$ cat src/rtl/lpd_pkg.sv
// Constants, register map and timing figures for the LED PWM dimming outputs.
// Overview of operation
// - Three channels each have their own register with a 7-bit on-time code in bits 6:0 and a dimming bit in bit 7.
// - A channel's pin is driven low during the on-time of each period and is high for the rest.
// - Every PWM period lasts exactly 95 ticks of a 0.5 us time base, about 21 kHz.
// - The on-time is the code value in time-base ticks, capped at the 95-tick period, one ninety-fifth of the period (about 1.05 percent of duty) per code step.
// - With dimming clear, a newly written code is applied from the next period without any ramp.
// - With dimming set, the applied code moves one step toward the written target every 32 ms.
package lpd_pkg;

	// ------------------------------------------------------------
	// Bus and register map
	// ------------------------------------------------------------
	localparam int          LPD_ADDR_W     = 12;
	localparam int          LPD_DATA_W     = 32;
	localparam int          LPD_NUM_CH     = 3;
	localparam int          LPD_REG_W      = 8;
	localparam int          LPD_CODE_W     = 7;
	localparam int          LPD_DIM_BIT    = 7;
	localparam logic [9:0]  LPD_IDX_CH_A   = 10'h0c6;
	localparam logic [9:0]  LPD_IDX_CH_B   = 10'h0c7;
	localparam logic [9:0]  LPD_IDX_CH_C   = 10'h0c8;
	localparam logic [9:0]  LPD_IDX_STATUS = 10'h100;
	localparam logic [7:0]  LPD_REG_RST    = 8'h00;
	localparam int          LPD_STAT_LANE  = 8;
	localparam logic [1:0]  LPD_RESP_OKAY  = 2'h0;
	localparam logic [1:0]  LPD_RESP_SLVERR = 2'h2;

	// ------------------------------------------------------------
	// Timing
	// ------------------------------------------------------------
	localparam int          LPD_CLK_HZ     = 40_000_000;
	localparam int          LPD_TB_NS      = 500;
	localparam int          LPD_TB_CYC     = (LPD_TB_NS * (LPD_CLK_HZ / 1_000_000)) / 1000;
	localparam int          LPD_PERIOD_TICKS = 95;
	localparam int          LPD_RAMP_MS    = 32;
	localparam int          LPD_RAMP_CYC   = LPD_RAMP_MS * (LPD_CLK_HZ / 1000);
	localparam int          LPD_RAMP_W     = 21;
	localparam int          LPD_TB_W       = 5;

endpackage

$ cat src/rtl/lpd_channel.sv
// One PWM channel: applied code, ramp stepping and the active-low pin.
`timescale 1ns/1ps
module lpd_channel
	import lpd_pkg::*;
(
	input  wire logic                  aclk,
	input  wire logic                  aresetn,
	input  wire logic                  period_end,
	input  wire logic [LPD_CODE_W-1:0] tick_count,
	input  wire logic                  ramp_strobe,
	input  wire logic [LPD_CODE_W-1:0] target_code,
	input  wire logic                  ramp_enable,
	output logic                       led_n,
	output logic [LPD_CODE_W-1:0]      applied_code
);

	logic [LPD_CODE_W-1:0] duty_r;
	logic                  step_pend_r;
	logic                  led_n_r;

	// ------------------------------------------------------------
	// Ramp request
	// ------------------------------------------------------------
	// A strobe landing in the same cycle as the period end is kept, so no step is lost.
	always_ff @(posedge aclk)
	begin
		if (!aresetn)
			step_pend_r <= 1'b0;
		else if (ramp_strobe)
			step_pend_r <= 1'b1;
		else if (period_end)
			step_pend_r <= 1'b0;
	end

	// ------------------------------------------------------------
	// Applied code, changed only at a period boundary
	// ------------------------------------------------------------
	always_ff @(posedge aclk)
	begin
		if (!aresetn)
			duty_r <= LPD_REG_RST[LPD_CODE_W-1:0];
		else if (period_end)
		begin
			if (!ramp_enable)
				duty_r <= target_code;
			else if (step_pend_r && (duty_r < target_code))
				duty_r <= duty_r + 7'h01;
			else if (step_pend_r && (duty_r > target_code))
				duty_r <= duty_r - 7'h01;
		end
	end

	// ------------------------------------------------------------
	// Pin drive
	// ------------------------------------------------------------
	// The count never reaches 95, so codes of 95 and above stay low all period.
	always_ff @(posedge aclk)
	begin
		if (!aresetn)
			led_n_r <= 1'b1;
		else
			led_n_r <= !(tick_count < duty_r);
	end

	assign led_n        = led_n_r;
	assign applied_code = duty_r;

endmodule

$ cat src/rtl/lpd_top.sv
// LED PWM dimming outputs: AXI4-Lite register slave, time base and three channels.
//
// Local design decision: the AXI4-Lite slave port.
`timescale 1ns/1ps
module lpd_top
	import lpd_pkg::*;
#(
	parameter int unsigned RAMP_STEP_CYCLES = LPD_RAMP_CYC
)
(
	input  wire logic                  aclk,
	input  wire logic                  aresetn,
	input  wire logic [LPD_ADDR_W-1:0] s_axi_awaddr,
	input  wire logic [2:0]            s_axi_awprot,
	input  wire logic                  s_axi_awvalid,
	output logic                       s_axi_awready,
	input  wire logic [LPD_DATA_W-1:0] s_axi_wdata,
	input  wire logic [3:0]            s_axi_wstrb,
	input  wire logic                  s_axi_wvalid,
	output logic                       s_axi_wready,
	output logic [1:0]                 s_axi_bresp,
	output logic                       s_axi_bvalid,
	input  wire logic                  s_axi_bready,
	input  wire logic [LPD_ADDR_W-1:0] s_axi_araddr,
	input  wire logic [2:0]            s_axi_arprot,
	input  wire logic                  s_axi_arvalid,
	output logic                       s_axi_arready,
	output logic [LPD_DATA_W-1:0]      s_axi_rdata,
	output logic [1:0]                 s_axi_rresp,
	output logic                       s_axi_rvalid,
	input  wire logic                  s_axi_rready,
	output logic                       led_pwm_n_a,
	output logic                       led_pwm_n_b,
	output logic                       led_pwm_n_c
);

	// ------------------------------------------------------------
	// Declarations
	// ------------------------------------------------------------
	logic                    awready_r;
	logic                    wready_r;
	logic                    bvalid_r;
	logic [1:0]              bresp_r;
	logic                    arready_r;
	logic                    rvalid_r;
	logic [1:0]              rresp_r;
	logic [LPD_DATA_W-1:0]   rdata_r;
	logic                    aw_have_r;
	logic                    w_have_r;
	logic [LPD_ADDR_W-1:0]   awaddr_r;
	logic [LPD_DATA_W-1:0]   wdata_r;
	logic [3:0]              wstrb_r;
	logic                    wr_do;
	logic [9:0]              wr_idx;
	logic [9:0]              rd_idx;
	logic [LPD_REG_W-1:0]    ch_reg_r [LPD_NUM_CH];
	logic [LPD_CODE_W-1:0]   applied   [LPD_NUM_CH];
	logic [LPD_NUM_CH-1:0]   led_n;
	logic [LPD_TB_W-1:0]     tb_cnt_r;
	logic                    tb_tick;
	logic [LPD_CODE_W-1:0]   per_cnt_r;
	logic                    period_end;
	logic [LPD_RAMP_W-1:0]   ramp_cnt_r;
	logic                    ramp_stb_r;

	localparam logic [9:0] CH_IDX [LPD_NUM_CH] = '{LPD_IDX_CH_A, LPD_IDX_CH_B, LPD_IDX_CH_C};

	// ------------------------------------------------------------
	// Write channels
	// ------------------------------------------------------------
	// Address and data are latched independently, so the master may offer them in any order.
	assign wr_do  = aw_have_r && w_have_r && !bvalid_r;
	assign wr_idx = awaddr_r[LPD_ADDR_W-1:2];

	always_ff @(posedge aclk)
	begin
		if (!aresetn)
		begin
			awready_r <= 1'b0;
			aw_have_r <= 1'b0;
			awaddr_r  <= '0;
		end
		else if (s_axi_awvalid && awready_r)
		begin
			awaddr_r  <= s_axi_awaddr;
			aw_have_r <= 1'b1;
			awready_r <= 1'b0;
		end
		else if (wr_do)
			aw_have_r <= 1'b0;
		else if (!aw_have_r && !bvalid_r)
			awready_r <= 1'b1;
	end

	always_ff @(posedge aclk)
	begin
		if (!aresetn)
		begin
			wready_r <= 1'b0;
			w_have_r <= 1'b0;
			wdata_r  <= '0;
			wstrb_r  <= '0;
		end
		else if (s_axi_wvalid && wready_r)
		begin
			wdata_r  <= s_axi_wdata;
			wstrb_r  <= s_axi_wstrb;
			w_have_r <= 1'b1;
			wready_r <= 1'b0;
		end
		else if (wr_do)
			w_have_r <= 1'b0;
		else if (!w_have_r && !bvalid_r)
			wready_r <= 1'b1;
	end

	// Unmapped writes are answered with SLVERR and change nothing.
	always_ff @(posedge aclk)
	begin
		if (!aresetn)
		begin
			bvalid_r <= 1'b0;
			bresp_r  <= LPD_RESP_OKAY;
		end
		else if (wr_do)
		begin
			bvalid_r <= 1'b1;
			if ((wr_idx == LPD_IDX_CH_A) || (wr_idx == LPD_IDX_CH_B) ||
				(wr_idx == LPD_IDX_CH_C) || (wr_idx == LPD_IDX_STATUS))
				bresp_r <= LPD_RESP_OKAY;
			else
				bresp_r <= LPD_RESP_SLVERR;
		end
		else if (bvalid_r && s_axi_bready)
			bvalid_r <= 1'b0;
	end

	// ------------------------------------------------------------
	// Channel registers
	// ------------------------------------------------------------
	genvar gi;
	generate
		for (gi = 0; gi < LPD_NUM_CH; gi++)
		begin : g_reg
			always_ff @(posedge aclk)
			begin
				if (!aresetn)
					ch_reg_r[gi] <= LPD_REG_RST;
				else if (wr_do && (wr_idx == CH_IDX[gi]) && wstrb_r[0])
					ch_reg_r[gi] <= wdata_r[LPD_REG_W-1:0];
			end
		end
	endgenerate

	// ------------------------------------------------------------
	// Read channel
	// ------------------------------------------------------------
	// The status word shows the code each channel applies now, which lags the target while ramping.
	assign rd_idx = s_axi_araddr[LPD_ADDR_W-1:2];

	always_ff @(posedge aclk)
	begin
		if (!aresetn)
		begin
			arready_r <= 1'b0;
			rvalid_r  <= 1'b0;
			rresp_r   <= LPD_RESP_OKAY;
			rdata_r   <= '0;
		end
		else if (s_axi_arvalid && arready_r)
		begin
			arready_r <= 1'b0;
			rvalid_r  <= 1'b1;
			rresp_r   <= LPD_RESP_OKAY;
			rdata_r   <= '0;
			if (rd_idx == LPD_IDX_CH_A)
				rdata_r[LPD_REG_W-1:0] <= ch_reg_r[0];
			else if (rd_idx == LPD_IDX_CH_B)
				rdata_r[LPD_REG_W-1:0] <= ch_reg_r[1];
			else if (rd_idx == LPD_IDX_CH_C)
				rdata_r[LPD_REG_W-1:0] <= ch_reg_r[2];
			else if (rd_idx == LPD_IDX_STATUS)
			begin
				rdata_r[LPD_CODE_W-1:0]                 <= applied[0];
				rdata_r[LPD_STAT_LANE+:LPD_CODE_W]      <= applied[1];
				rdata_r[2*LPD_STAT_LANE+:LPD_CODE_W]    <= applied[2];
			end
			else
				rresp_r <= LPD_RESP_SLVERR;
		end
		else if (rvalid_r && s_axi_rready)
			rvalid_r <= 1'b0;
		else if (!rvalid_r)
			arready_r <= 1'b1;
	end

	// ------------------------------------------------------------
	// Time base and period counter
	// ------------------------------------------------------------
	assign tb_tick    = (tb_cnt_r == LPD_TB_W'(LPD_TB_CYC - 1));
	assign period_end = tb_tick && (per_cnt_r == LPD_CODE_W'(LPD_PERIOD_TICKS - 1));

	always_ff @(posedge aclk)
	begin
		if (!aresetn || tb_tick)
			tb_cnt_r <= '0;
		else
			tb_cnt_r <= tb_cnt_r + 5'h01;
	end

	always_ff @(posedge aclk)
	begin
		if (!aresetn || period_end)
			per_cnt_r <= '0;
		else if (tb_tick)
			per_cnt_r <= per_cnt_r + 7'h01;
	end

	// ------------------------------------------------------------
	// Ramp step timer
	// ------------------------------------------------------------
	// Shared by all channels; it runs free, so the first step after enabling may come early.
	always_ff @(posedge aclk)
	begin
		if (!aresetn)
		begin
			ramp_cnt_r <= '0;
			ramp_stb_r <= 1'b0;
		end
		else if (ramp_cnt_r == LPD_RAMP_W'(RAMP_STEP_CYCLES - 1))
		begin
			ramp_cnt_r <= '0;
			ramp_stb_r <= 1'b1;
		end
		else
		begin
			ramp_cnt_r <= ramp_cnt_r + 21'h000001;
			ramp_stb_r <= 1'b0;
		end
	end

	// ------------------------------------------------------------
	// Channels
	// ------------------------------------------------------------
	generate
		for (gi = 0; gi < LPD_NUM_CH; gi++)
		begin : g_ch
			lpd_channel u_ch
			(
				.aclk         (aclk),
				.aresetn      (aresetn),
				.period_end   (period_end),
				.tick_count   (per_cnt_r),
				.ramp_strobe  (ramp_stb_r),
				.target_code  (ch_reg_r[gi][LPD_CODE_W-1:0]),
				.ramp_enable  (ch_reg_r[gi][LPD_DIM_BIT]),
				.led_n        (led_n[gi]),
				.applied_code (applied[gi])
			);
		end
	endgenerate

	// ------------------------------------------------------------
	// Outputs
	// ------------------------------------------------------------
	assign s_axi_awready = awready_r;
	assign s_axi_wready  = wready_r;
	assign s_axi_bvalid  = bvalid_r;
	assign s_axi_bresp   = bresp_r;
	assign s_axi_arready = arready_r;
	assign s_axi_rvalid  = rvalid_r;
	assign s_axi_rresp   = rresp_r;
	assign s_axi_rdata   = rdata_r;
	assign led_pwm_n_a   = led_n[0];
	assign led_pwm_n_b   = led_n[1];
	assign led_pwm_n_c   = led_n[2];

endmodule

$ cat config.mk
export PLATFORM = sky130hd
export DESIGN_NAME = lpd_top
export DESIGN_NICKNAME = d
export VERILOG_FILES = /design/src/rtl/lpd_pkg.sv /design/src/rtl/lpd_channel.sv /design/src/rtl/lpd_top.sv
export SDC_FILE = /design/constraint.sdc
export NUM_CORES = 1
export LEC_CHECK = 0
export ABC_AREA = 1
export BUFFER_PORTS_ARGS = -buffer_cell sky130_fd_sc_hd__buf_2
export CAP_MARGIN = 10
export CELL_PAD_IN_SITES_DETAIL_PLACEMENT = 0
export CELL_PAD_IN_SITES_GLOBAL_PLACEMENT = 1
export CORE_MARGIN = 5
export CORE_UTILIZATION = 45
export CTS_CLUSTER_SIZE = 25
export DETAILED_ROUTE_END_ITERATION = 10
export PLACE_DENSITY = 0.85
export SYNTH_ARGS = -nofsm -noshare
export SYNTH_HDL_FRONTEND = slang
export SYNTH_SLANG_ARGS = --single-unit
$ cat constraint.sdc
create_clock -name aclk -period 3.93 [get_ports aclk]
set_clock_uncertainty 0.1 [all_clocks]
set_input_delay 0.1965 -clock aclk [delete_from_list [all_inputs] [get_ports aclk]]
set_output_delay 0.1965 -clock aclk [all_outputs]
set_load 0.02 [all_outputs]
==> flow_metrics.py, run 1 <==
metrics = {
    "outcome": {
        "status": "finished, final reports clean",
    },
    "detailed_routing": {
        "routed_wl_mm": 18.3,
        "vias": 6709,
        "viasPerCell": 5.05,
        "drt_iter0_markers": 406,
        "wire_per_inst_um": 13.8,
        "ant_nets": 0,
        "drc_errors": 0,
        "drt_pre_antenna_iters": 5,
    },
    "floorplanning": {
        "start_util": 0.458,
        "die_w_um": 140,
        "die_y_um": 140,
        "io_pins": 117,
        "die_area_um2": 19600,
        "core_um2": 16600,
        "rows": 47,
    },
    "sta": {
        "fin_crit_ns": 2.75,
        "finalHoldViolCount": 0,
        "maxSlewHeadroom": 0.398,
        "finalCritPeriodShare": 0.699,
        "fmax_mhz": 364,
        "worst_pin_slew_ns": 0.903,
        "slew_viol_final": 0,
        "finalSetupViolations": 0,
        "fin_setup_tns_ns": 0,
        "grt_setup_unrepaired": "no",
    },
    "critical_path": {
        "critPathSlowestCell": "dfxtp_1",
        "crit_arrival_ns": 2.94,
        "cp_max_fo": 8,
        "crit_chain": "ha_1 -> a21oi_1 -> nand2_1 -> nand2_1 -> nand2_1 -> ha_1 -> a21oi_1 -> o21ai_0 -> nor2_1 -> inv_1 -> nand2_1 -> nand3_1 -> nand2_1 -> a21oi_1",
        "worstSetupStartpointType": "flip-flop",
        "cp-end-kind": "flip-flop",
        "critPathKind": "flip-flop to flip-flop",
        "required_ns": 4.12,
        "slowest_delay_ns": 0.47,
        "crit_top_cell": "nand2_1",
    },
    "synthesis": {
        "synthesis.area_um2": 7600,
        "async_flop_share": 0,
        "netlist_instances": 1009,
        "syn_area_per_cell_um2": 7.53,
        "ys_warn_count": 0,
        "synth_top_cell_area_share": 0.287,
        "synth_flop_cell": "dfxtp_1",
        "synth_cell_types": 44,
        "netlist.top_cell.by_area": "dfxtp_1",
        "synthTopCellsByArea": "dfxtp_1 29%, ha_1 9.5%, edfxtp_1 9.5%",
        "ys_seq_area_frac": 0.382,
        "synth_edf_count": 24,
        "synth_seq_cells": 133,
    },
    "pwr": {
        "vdd_ir_drop_max_mv": 0.302,
        "power_density_nw_per_um2": 367,
        "power.leakage_uw": 0.00382,
        "fin_total_pwr_uw": 3260,
    },
    "placed_design": {
        "place.port_buffers": 67,
        "gp_congestion": 0.883,
        "dp_cells": 1275,
        "dpl.hpwl_mm": 13.5,
    },
    "global_route": {
        "grt_pass1_wl_mm": 30.5,
        "grt_remaining_overflow": 0,
        "grt_pass1_vias": 6294,
        "antenna_found_initial": 0,
        "grt_start_max_net_pins": 48,
        "track_usage": 0.192,
    },
    "clock_network": {
        "clock_latency_ns": 0.43,
        "clkSlewWorstSetupHoldPaths_ns": 0.06,
        "ctsResizeCount": 0,
        "cts_root_buf": "clkbuf_16",
        "cts_tree": "done",
        "cts_buffers": 17,
        "h-tree-depth": 4,
        "ctsLongestPathBuffers": 2,
        "clock-sinks": 133,
    },
    "finish": {
        "syn_to_final_growth_pct": 16.6,
        "antenna_cells": 0,
        "layoutNonFillerInstCount": 1329,
        "layout_common_cells": "180 x nand2_1, 135 x inv_1, 109 x dfxtp_1",
        "drive_gt1_frac": 0.149,
        "nNetsFinal": 1230,
        "final_common_cell": "nand2_1",
        "fin_util": 0.534,
    },
    "hold_path": {
        "hold_class": "input port to flip-flop",
    },
    "run": {
        "maxCapViolations": 0,
    },
}
state kept, by name, summed over array words and instances, names as in the netlist, 3 cells and up:
name,cells
awaddr_r,10
ch_reg_r,24
g_ch.u_ch.applied_code,21
g_ch.u_ch.led_n,3
per_cnt_r,7
ramp_cnt_r,21
s_axi_rdata,22
tb_cnt_r,5
wdata_r,8
layout make-up:
type / instances / area (µm²)
Inverter: 143 / 539
Timing Repair Buffer: 93 / 581
Tap cell: 220 / 275
Clock buffer: 19 / 433
Fill cell: 1626 / 7720
Multi-Input combinational cell: 708 / 3990
Sequential cell: 133 / 2900
Clock inverter: 13 / 148
timing repair:
action                     in CTS  in global routing
hold buffers                   21                  0
setup endpoints to repair       0                  0
hold endpoints to repair       21                  0
buffers inserted                0                  0
cells by family after synthesis:
logic type                 share of synthesized area
buffers and inverters                         0.0998
adders and majority gates                      0.103
other                                       0.000493
AOI/OAI and AO/OA                              0.148
DFF                                            0.382
and+or+nand+nor                                0.251
xor gates and xnor gates                      0.0150
synthesized netlist by cell type (3+ instances only):
cell and number:
a211oi_1 6, a211oi_2 3, a21o_1 6, a21oi_1 84
a21oi_2 11, buf_4 17, clkbuf_1 14, dfxtp_1 109
edfxtp_1 24, fa_1 3, ha_1 58, inv_1 136
inv_2 6, nand2_1 180, nand2_2 14, nand3_1 55
nand3_2 3, nand4_1 14, nor2_1 105, nor2_2 8
nor2_4 4, nor3_1 16, nor3_2 4, nor4_1 6
o211ai_1 6, o21ai_0 72, o21ai_1 7, o22ai_1 3
or2_2 4, xnor2_1 5, xor2_1 8
layer usage:
layer | global-route usage | vias up | part of all wire
met1 | 0.242 | 3077 | 0.47
met5 | 0 | - | 0
li1 | - | 3485 | -
met4 | 0.0719 | 0 | 0.025
met3 | 0.0426 | 27 | 0.037
met2 | 0.323 | 120 | 0.47
through the flow:
step | worst slack (ns) | hold slack [ns] | cell area [µm²]
after CTS | 1.22 | 0.184 | 8860
after global routing | 0.903 | 0.218 | 8860
after global placement | 1.25 | 0.333 | 8070
final | 1.18 | 0.208 | 8860
after floorplan | 1.63 | 0.255 | 7640
after detailed placement | 1.23 | 0.341 | 8070
final timing paths:
check,startpoint,end,slack [ns],cells past startpoint
max,g_ch[2].u_ch.applied_code[2],g_ch[2].u_ch.applied_code[6],1.18,14
min,s_axi_araddr[11],s_axi_rdata[2],0.21,6
max reg2reg,g_ch[2].u_ch.applied_code[2],g_ch[2].u_ch.applied_code[6],1.18,14
min reg2reg,tb_cnt_r[0],tb_cnt_r[0],0.35,1
worst max-delay path, delay by kind of cell (launching register included):
family                     cells  cell delay [ns]
buffers and inverters          1             0.06
AOI/OAI and AO/OA              4             0.51
DFF                            1             0.47
and+or+nand+nor                7             0.74
adders and majority gates      2             0.73
power by group:
part	internal, µW	leakage [µW]	switching, µW
clock	943	0.000277	644
sequential	1430	0.00113	26.4
combinational	76.1	0.00241	140
total	2450	0.00382	810
No activity file was read; power rests on OpenSTA's default activity.
==> inputs of run 2 (changes only) <==
--- a/config.mk
+++ b/config.mk
@@ -5,16 +5,16 @@
 export SDC_FILE = /design/constraint.sdc
 export NUM_CORES = 1
 export LEC_CHECK = 0
-export ABC_AREA = 1
+export ABC_AREA = 0
 export BUFFER_PORTS_ARGS = -buffer_cell sky130_fd_sc_hd__buf_2
 export CAP_MARGIN = 10
 export CELL_PAD_IN_SITES_DETAIL_PLACEMENT = 0
 export CELL_PAD_IN_SITES_GLOBAL_PLACEMENT = 1
 export CORE_MARGIN = 5
-export CORE_UTILIZATION = 45
+export CORE_UTILIZATION = 39
 export CTS_CLUSTER_SIZE = 25
 export DETAILED_ROUTE_END_ITERATION = 10
-export PLACE_DENSITY = 0.85
+export PLACE_DENSITY = 0.76
 export SYNTH_ARGS = -nofsm -noshare
 export SYNTH_HDL_FRONTEND = slang
 export SYNTH_SLANG_ARGS = --single-unit
==> constraint.sdc (replaced) <==
create_clock -name aclk -period 2.2 [get_ports aclk]
set_clock_uncertainty 0.1 [all_clocks]
set_input_delay 0.11 -clock aclk [delete_from_list [all_inputs] [get_ports aclk]]
set_output_delay 0.11 -clock aclk [all_outputs]
set_load 0.02 [all_outputs]
==> run 2 against run 1 <==
  * The run now ends with negative setup slack left
  * Total power increased by 81%
  * Die area increased by 8.2%
  * Combinational power increased by 98%
  * Final cell count decreased by 4.5%
  * Hold slack got worse by 0.14 ns
  * Via count decreased by 3.4%
  * Clock power increased by 81%
  * Setup slack got worse by 1.9 ns
==> flow_metrics.py, run 2 <==
metrics = {
    "outcome": {
        "status": "complete, but fails checks",
        "violations": "negative setup slack",
    },
    "detailed_routing": {
        "drt_pre_antenna_iters": 6,
        "routed_wl_mm": 20.2,
        "vias": 6480,
        "ant_nets": 0,
        "drc_errors": 0,
        "drt_iter0_markers": 354,
        "viasPerCell": 5.11,
        "wire_per_inst_um": 15.9,
    },
    "synthesis": {
        "yosysMostFrequentCell": "dfxtp_1",
        "ys_warn_count": 0,
        "synth_seq_cells": 133,
        "syn_area_per_cell_um2": 8.75,
        "netlist_instances": 819,
        "async_flop_share": 0,
        "synthTopCellsByArea": "dfxtp_1 30%, ha_1 10%, edfxtp_1 10%",
        "synth_cell_types": 54,
        "netlist.top_cell.by_area": "dfxtp_1",
        "synthesis.area_um2": 7170,
        "synth_top_cell_area_share": 0.304,
        "synthTopCellsByCount": "109 x dfxtp_1, 88 x nand2_1, 80 x nor2_1",
        "synth_edf_count": 24,
        "ys_seq_area_frac": 0.405,
        "synth_flop_cell": "dfxtp_1",
    },
    "sta": {
        "maxSlewHeadroom": 0.465,
        "fin_crit_ns": 2.92,
        "hold_slack_ns": 0.0675,
        "slew_viol_final": 0,
        "finalCritPeriodShare": 1.33,
        "finalHoldViolCount": 0,
        "fin_ws_ns": -0.715,
        "finalSetupViolations": 18,
        "grt_setup_unrepaired": "yes",
        "worst_pin_slew_ns": 0.793,
        "fin_setup_tns_ns": -7.63,
        "fmax_mhz": 343,
    },
    "clock_network": {
        "ctsLongestPathBuffers": 2,
        "h-tree-depth": 4,
        "clkSlewWorstSetupHoldPaths_ns": 0.06,
        "cts_tree": "done",
        "cts_root_buf": "clkbuf_16",
        "cts_buffers": 17,
        "clock-sinks": 133,
        "clock_latency_ns": 0.42,
    },
    "placed_design": {
        "post-place-ws_ns": -0.733,
        "dpl.hpwl_mm": 15.1,
        "dp_cells": 1198,
        "gp_congestion": 0.831,
        "place.port_buffers": 67,
    },
    "critical_path": {
        "r2r_end": "g_ch[0].u_ch.applied_code[6]",
        "slowest_delay_ns": 0.41,
        "cp-endpoint": "g_ch[0].u_ch.applied_code[6]",
        "worstSetupStartpointType": "flip-flop",
        "crit_start": "ch_reg_r[0][4]",
        "r2r-start": "ch_reg_r[0][4]",
        "crit_arrival_ns": 3.12,
        "r2r_setup_slack_ns": -0.72,
        "cp_max_fo": 5,
        "critPathSlowestCell": "fa_2",
        "critPathKind": "flip-flop to flip-flop",
        "required_ns": 2.41,
        "r2r_cells": 13,
        "cp-end-kind": "flip-flop",
        "crit_chain": "inv_2 -> ha_4 -> a211oi_4 -> nor2_2 -> nor4b_4 -> inv_2 -> fa_2 -> a21oi_4 -> nor2_2 -> a2111oi_4 -> xnor3_1 -> a21oi_1 -> nor2_1",
    },
    "pwr": {
        "fin_total_pwr_uw": 5890,
        "power.leakage_uw": 0.00411,
        "vdd_ir_drop_max_mv": 0.574,
        "power_density_nw_per_um2": 586,
    },
    "finish": {
        "nNetsFinal": 1161,
        "drive_gt1_frac": 0.302,
        "layout_common_cells": "113 x buf_4, 106 x dfxtp_1, 88 x nand2_1",
        "largest_reg_flops": 24,
        "final_common_cell": "buf_4",
        "antenna_cells": 0,
        "syn_to_final_growth_pct": 40.3,
        "regMostFlops": "ch_reg_r",
        "layoutNonFillerInstCount": 1269,
    },
    "hold_path": {
        "hold_class": "input port to flip-flop",
    },
    "floorplanning": {
        "die_area_um2": 21200,
        "die_w_um": 146,
        "core_um2": 18000,
        "rows": 49,
        "io_pins": 117,
        "start_util": 0.398,
        "die_y_um": 146,
    },
    "global_route": {
        "grt_remaining_overflow": 0,
        "grt_pass1_wl_mm": 32.6,
        "antenna_found_initial": 0,
        "grt_start_max_net_pins": 45,
        "track_usage": 0.189,
        "grt_pass1_vias": 6581,
    },
    "run": {
        "maxCapViolations": 0,
    },
}
run 2: cell types whose count changed after synthesis, moves of 14 or more:
cell | before | now
nor2_1 | 105 | 80
a211oi_1 | 6 | 27
and3_1 | 0 | 15
nand3_1 | 55 | 30
xnor2_1 | 5 | 19
and2_1 | 0 | 19
nand2_2 | 14 | 0
o21ai_0 | 72 | 41
nand2_1 | 180 | 88
inv_1 | 136 | 61
run 2: worst max-delay path: cells and delay by family (launching register included):
family | cells | cell delay [ns]
AO/OA/AOI/OAI | 4 | 0.73
adder cells (fa/ha/maj) | 2 | 0.61
XOR/XNOR | 1 | 0.27
buffers and inverters | 2 | 0.20
AND/OR/NAND/NOR | 4 | 0.50
flip-flops | 1 | 0.39
run 2: area by class of cell:
cell class | instances | area, µm²
tap | 229 | 287
multi-input combinational | 593 | 4400
clock buffer | 22 | 475
inverter | 61 | 229
sequential | 133 | 2910
fill | 1637 | 7970
timing repair buffer | 221 | 1640
clock inverter | 10 | 120
run 2: through the flow:
stage / area, µm² / util
finish: 10100 / 0.558
global route: 10100 / 0.558
CTS: 9850 / 0.547
detailed placement: 8780 / 0.487
global placement: 8780 / 0.487
floorplan: 7480 / -
run 2: worst min-delay path by stage:
stage	to	depth (start not counted)	startpoint	slack, ns
finish	s_axi_rdata[7]	4	s_axi_arvalid	0.07
global route	s_axi_rdata[7]	4	s_axi_arvalid	0.10
detailed placement	awaddr_r[11]	3	s_axi_awaddr[11]	0.26
CTS	s_axi_rdata[7]	4	s_axi_arvalid	0.07
floorplan	awaddr_r[6]	2	s_axi_awaddr[6]	0.15
global placement	awaddr_r[11]	3	s_axi_awaddr[11]	0.25
run 2: cells by family after synthesis:
group | Yosys count | share of synthesized area
AOI/OAI and AO/OA | 185 | 0.159
xor gates and xnor gates | 37 | 0.0510
adders and majority gates | 61 | 0.110
buffers and inverters | 104 | 0.0639
DFF | 133 | 0.405
muxes | 11 | 0.0157
other | 1 | 0.000523
and+or+nand+nor | 287 | 0.195
run 2: repair_timing:
action / 4_1_cts / 5_1_grt
resized for setup: 39 / 38
pin swaps: 41 / 29
hold endpoints to repair: 24 / 0
hold buffers: 24 / 0
endpoints found under the setup margin: 21 / 21
setup buffers: 9 / 11
run 2: per-layer routing:
layer,GRT usage,up-vias,part of all wire
met5,0,-,0
met2,0.315,176,0.48
met3,0.0430,31,0.051
met1,0.242,3005,0.45
li1,-,3268,-
met4,0.0634,0,0.020
run 2: power breakdown:
| part | total [µW] | switching, µW | internal (µW) |
|---|---|---|---|
| Clock | 2870 | 1100 | 1770 |
| Sequential | 2590 | 50.0 | 2540 |
| Combinational | 428 | 245 | 184 |
| Total | 5890 | 1400 | 4490 |
==> inputs of run 3 (changes only) <==
--- a/config.mk
+++ b/config.mk
@@ -14,7 +14,8 @@
 export CORE_UTILIZATION = 39
 export CTS_CLUSTER_SIZE = 25
 export DETAILED_ROUTE_END_ITERATION = 10
-export PLACE_DENSITY = 0.76
+export PLACE_DENSITY = 0.77
+export RECOVER_POWER = 100
 export SYNTH_ARGS = -nofsm -noshare
 export SYNTH_HDL_FRONTEND = slang
 export SYNTH_SLANG_ARGS = --single-unit
==> run 3 against run 2 <==
  * Total power is 0.41% lower
  * Hold slack better by 0.044 ns
  * The run still ends with negative setup slack left
  * Critical path type unchanged
  * Combinational power hardly changed
  * Critical path depth stayed put
  * Non-clock buffer count is 21 higher
  * Sequential power hardly changed
==> flow_metrics.py, run 3 (same netlist as run 2, synthesis figures left out) <==
metrics = {
    "sta": {
        "worst_pin_slew_ns": 0.801,
        "fmax_mhz": 345,
        "grt_setup_unrepaired": "yes",
        "fin_crit_ns": 2.90,
        "hold_slack_ns": 0.111,
        "finalHoldViolCount": 0,
        "finalSetupViolations": 18,
        "maxSlewHeadroom": 0.466,
        "finalCritPeriodShare": 1.32,
        "fin_ws_ns": -0.695,
        "slew_viol_final": 0,
    },
    "hold_path": {
        "hold_class": "input port to flip-flop",
        "min-delay-start": "aresetn",
        "hold-path-cell-count": 3,
        "whs_endpoint": "g_ch[1].u_ch.step_pend_r",
    },
    "finish": {
        "final_common_cell": "buf_4",
        "fin_util": 0.560,
        "antenna_cells": 0,
        "nNetsFinal": 1182,
        "layoutNonFillerInstCount": 1290,
        "drive_gt1_frac": 0.283,
        "fillers": 1623,
        "largest_reg_flops": 24,
        "regMostFlops": "ch_reg_r",
        "layout_common_cells": "123 x buf_4, 106 x dfxtp_1, 88 x nand2_1",
        "syn_to_final_growth_pct": 40.9,
        "fin_area_um2": 10100,
    },
    "global_route": {
        "grt_pass1_wl_mm": 33.1,
        "grt_start_max_net_pins": 49,
        "antenna_found_initial": 0,
        "grt_pass1_vias": 6458,
        "track_usage": 0.192,
        "grt_remaining_overflow": 0,
    },
    "clock_network": {
        "clkSlewWorstSetupHoldPaths_ns": 0.06,
        "cts_buffers": 17,
        "clock-sinks": 133,
        "cts_tree": "done",
        "clock_latency_ns": 0.42,
        "cts_root_buf": "clkbuf_16",
        "ctsLongestPathBuffers": 2,
        "h-tree-depth": 4,
    },
    "floorplanning": {
        "die_area_um2": 21200,
        "die_y_um": 146,
        "rows": 49,
        "io_pins": 117,
        "die_w_um": 146,
        "core_um2": 18000,
        "start_util": 0.398,
    },
    "detailed_routing": {
        "vias": 6510,
        "drt_iter0_markers": 337,
        "drc_errors": 0,
        "routed_wl_mm": 20.3,
        "drt_pre_antenna_iters": 5,
        "ant_nets": 0,
        "wl_met3_um": 821,
        "wire_per_inst_um": 15.8,
        "viasPerCell": 5.05,
        "routed.top_layer": "met4",
        "m1WireLength_mm": 9.19,
        "dr_wl_met2_mm": 9.80,
    },
    "critical_path": {
        "worstSetupStartpointType": "flip-flop",
        "crit_arrival_ns": 3.11,
        "critPathKind": "flip-flop to flip-flop",
        "r2r_end": "g_ch[0].u_ch.applied_code[6]",
        "r2r_cells": 13,
        "r2r-start": "ch_reg_r[0][4]",
        "required_ns": 2.41,
        "cp-end-kind": "flip-flop",
        "r2r_setup_slack_ns": -0.70,
        "cp_max_fo": 5,
        "crit_start": "ch_reg_r[0][4]",
    },
    "run": {
        "maxCapViolations": 0,
    },
    "placed_design": {
        "dpl-instance-area_um2": 8800,
        "place.port_buffers": 67,
        "dpl.hpwl_mm": 14.8,
        "gp_congestion": 0.885,
        "dp_cells": 1204,
    },
    "pwr": {
        "vdd_ir_drop_max_mv": 0.564,
        "power.leakage_uw": 0.00401,
        "power_density_nw_per_um2": 581,
    },
    "outcome": {
        "status": "complete, but fails checks",
        "violations": "negative setup slack",
    },
}
[run 3: cell types whose count changed in the layout (fill, tap and decap cells not counted), moves of 5 or more]
cell      previous run  this run
buf_4              113       123
buf_2               67        35
a21oi_2              9        14
clkbuf_1             3        46
and2_0               0         8
o21ai_1             11         6
and2_1              19        11
[run 3: through the flow]
step / total power [µW] / setup TNS, ns / setup WS [ns]
after global routing: 6090 / -11.88 / -0.927
after floorplan: 2870 / -7.07 / -0.692
final: 5870 / -8.75 / -0.695
after global placement: 3010 / -8.80 / -0.675
after detailed placement: 3020 / -10.08 / -0.755
after CTS: 5930 / -8.56 / -0.696
[run 3: cell type report]
| type | instances | area, µm² | area share |
|---|---|---|---|
| multi-input combinational | 593 | 4430 | 0.439 |
| sequential | 133 | 2910 | 0.288 |
| timing repair buffer | 242 | 1660 | 0.164 |
| clock buffer | 20 | 447 | 0.0442 |
| tap | 229 | 287 | 0.0284 |
| inverter | 61 | 229 | 0.0227 |
| clock inverter | 12 | 140 | 0.0139 |
[run 3: how the worst max path moves through the flow]
| stage | endpoint | slack (ns) | depth (start not counted) |
|---|---|---|---|
| 3_5_place_dp | g_ch[0].u_ch.applied_code[6] | -0.75 | 14 |
| 6_report | g_ch[0].u_ch.applied_code[6] | -0.70 | 13 |
| 4_1_cts | g_ch[0].u_ch.applied_code[6] | -0.70 | 13 |
| 3_3_place_gp | g_ch[0].u_ch.applied_code[6] | -0.68 | 14 |
| 5_1_grt | g_ch[0].u_ch.applied_code[6] | -0.93 | 13 |
| 2_1_floorplan | g_ch[0].u_ch.applied_code[6] | -0.69 | 13 |
[run 3: routing by layer]
layer | global-route usage | up-vias
li1 | - | 3311
met1 | 0.248 | 3043
met2 | 0.317 | 127
met3 | 0.0417 | 29
met4 | 0.0723 | 0
met5 | 0 | -
[run 3: where the power goes]
group | internal, µW | switching [µW] | total (µW) | leakage (µW)
combinational | 174 | 251 | 425 | 0.00259
clock | 1720 | 1130 | 2850 | 0.000283
sequential | 2540 | 49.4 | 2590 | 0.00113
total | 4430 | 1430 | 5870 | 0.00401
[run 3: timing repair]
action,in CTS,in global routing
endpoints found under the hold margin,23,0
setup buffers,25,8
hold buffers,23,0
pin swaps,33,22
gates resized for setup,43,35
endpoints found under the setup margin,21,26
[run 3: critical path, cell delays in order (launching register included)]
cell and delay [ns]:
edfxtp_1 0.41, inv_2 0.08, ha_4 0.19, a211oi_2 0.18
nor2_1 0.09, nor4b_4 0.31, inv_2 0.15, fa_2 0.37
a21oi_2 0.14, nor2_1 0.07, a2111oi_2 0.22, xnor3_1 0.28
a21oi_2 0.14, nor2_1 0.04
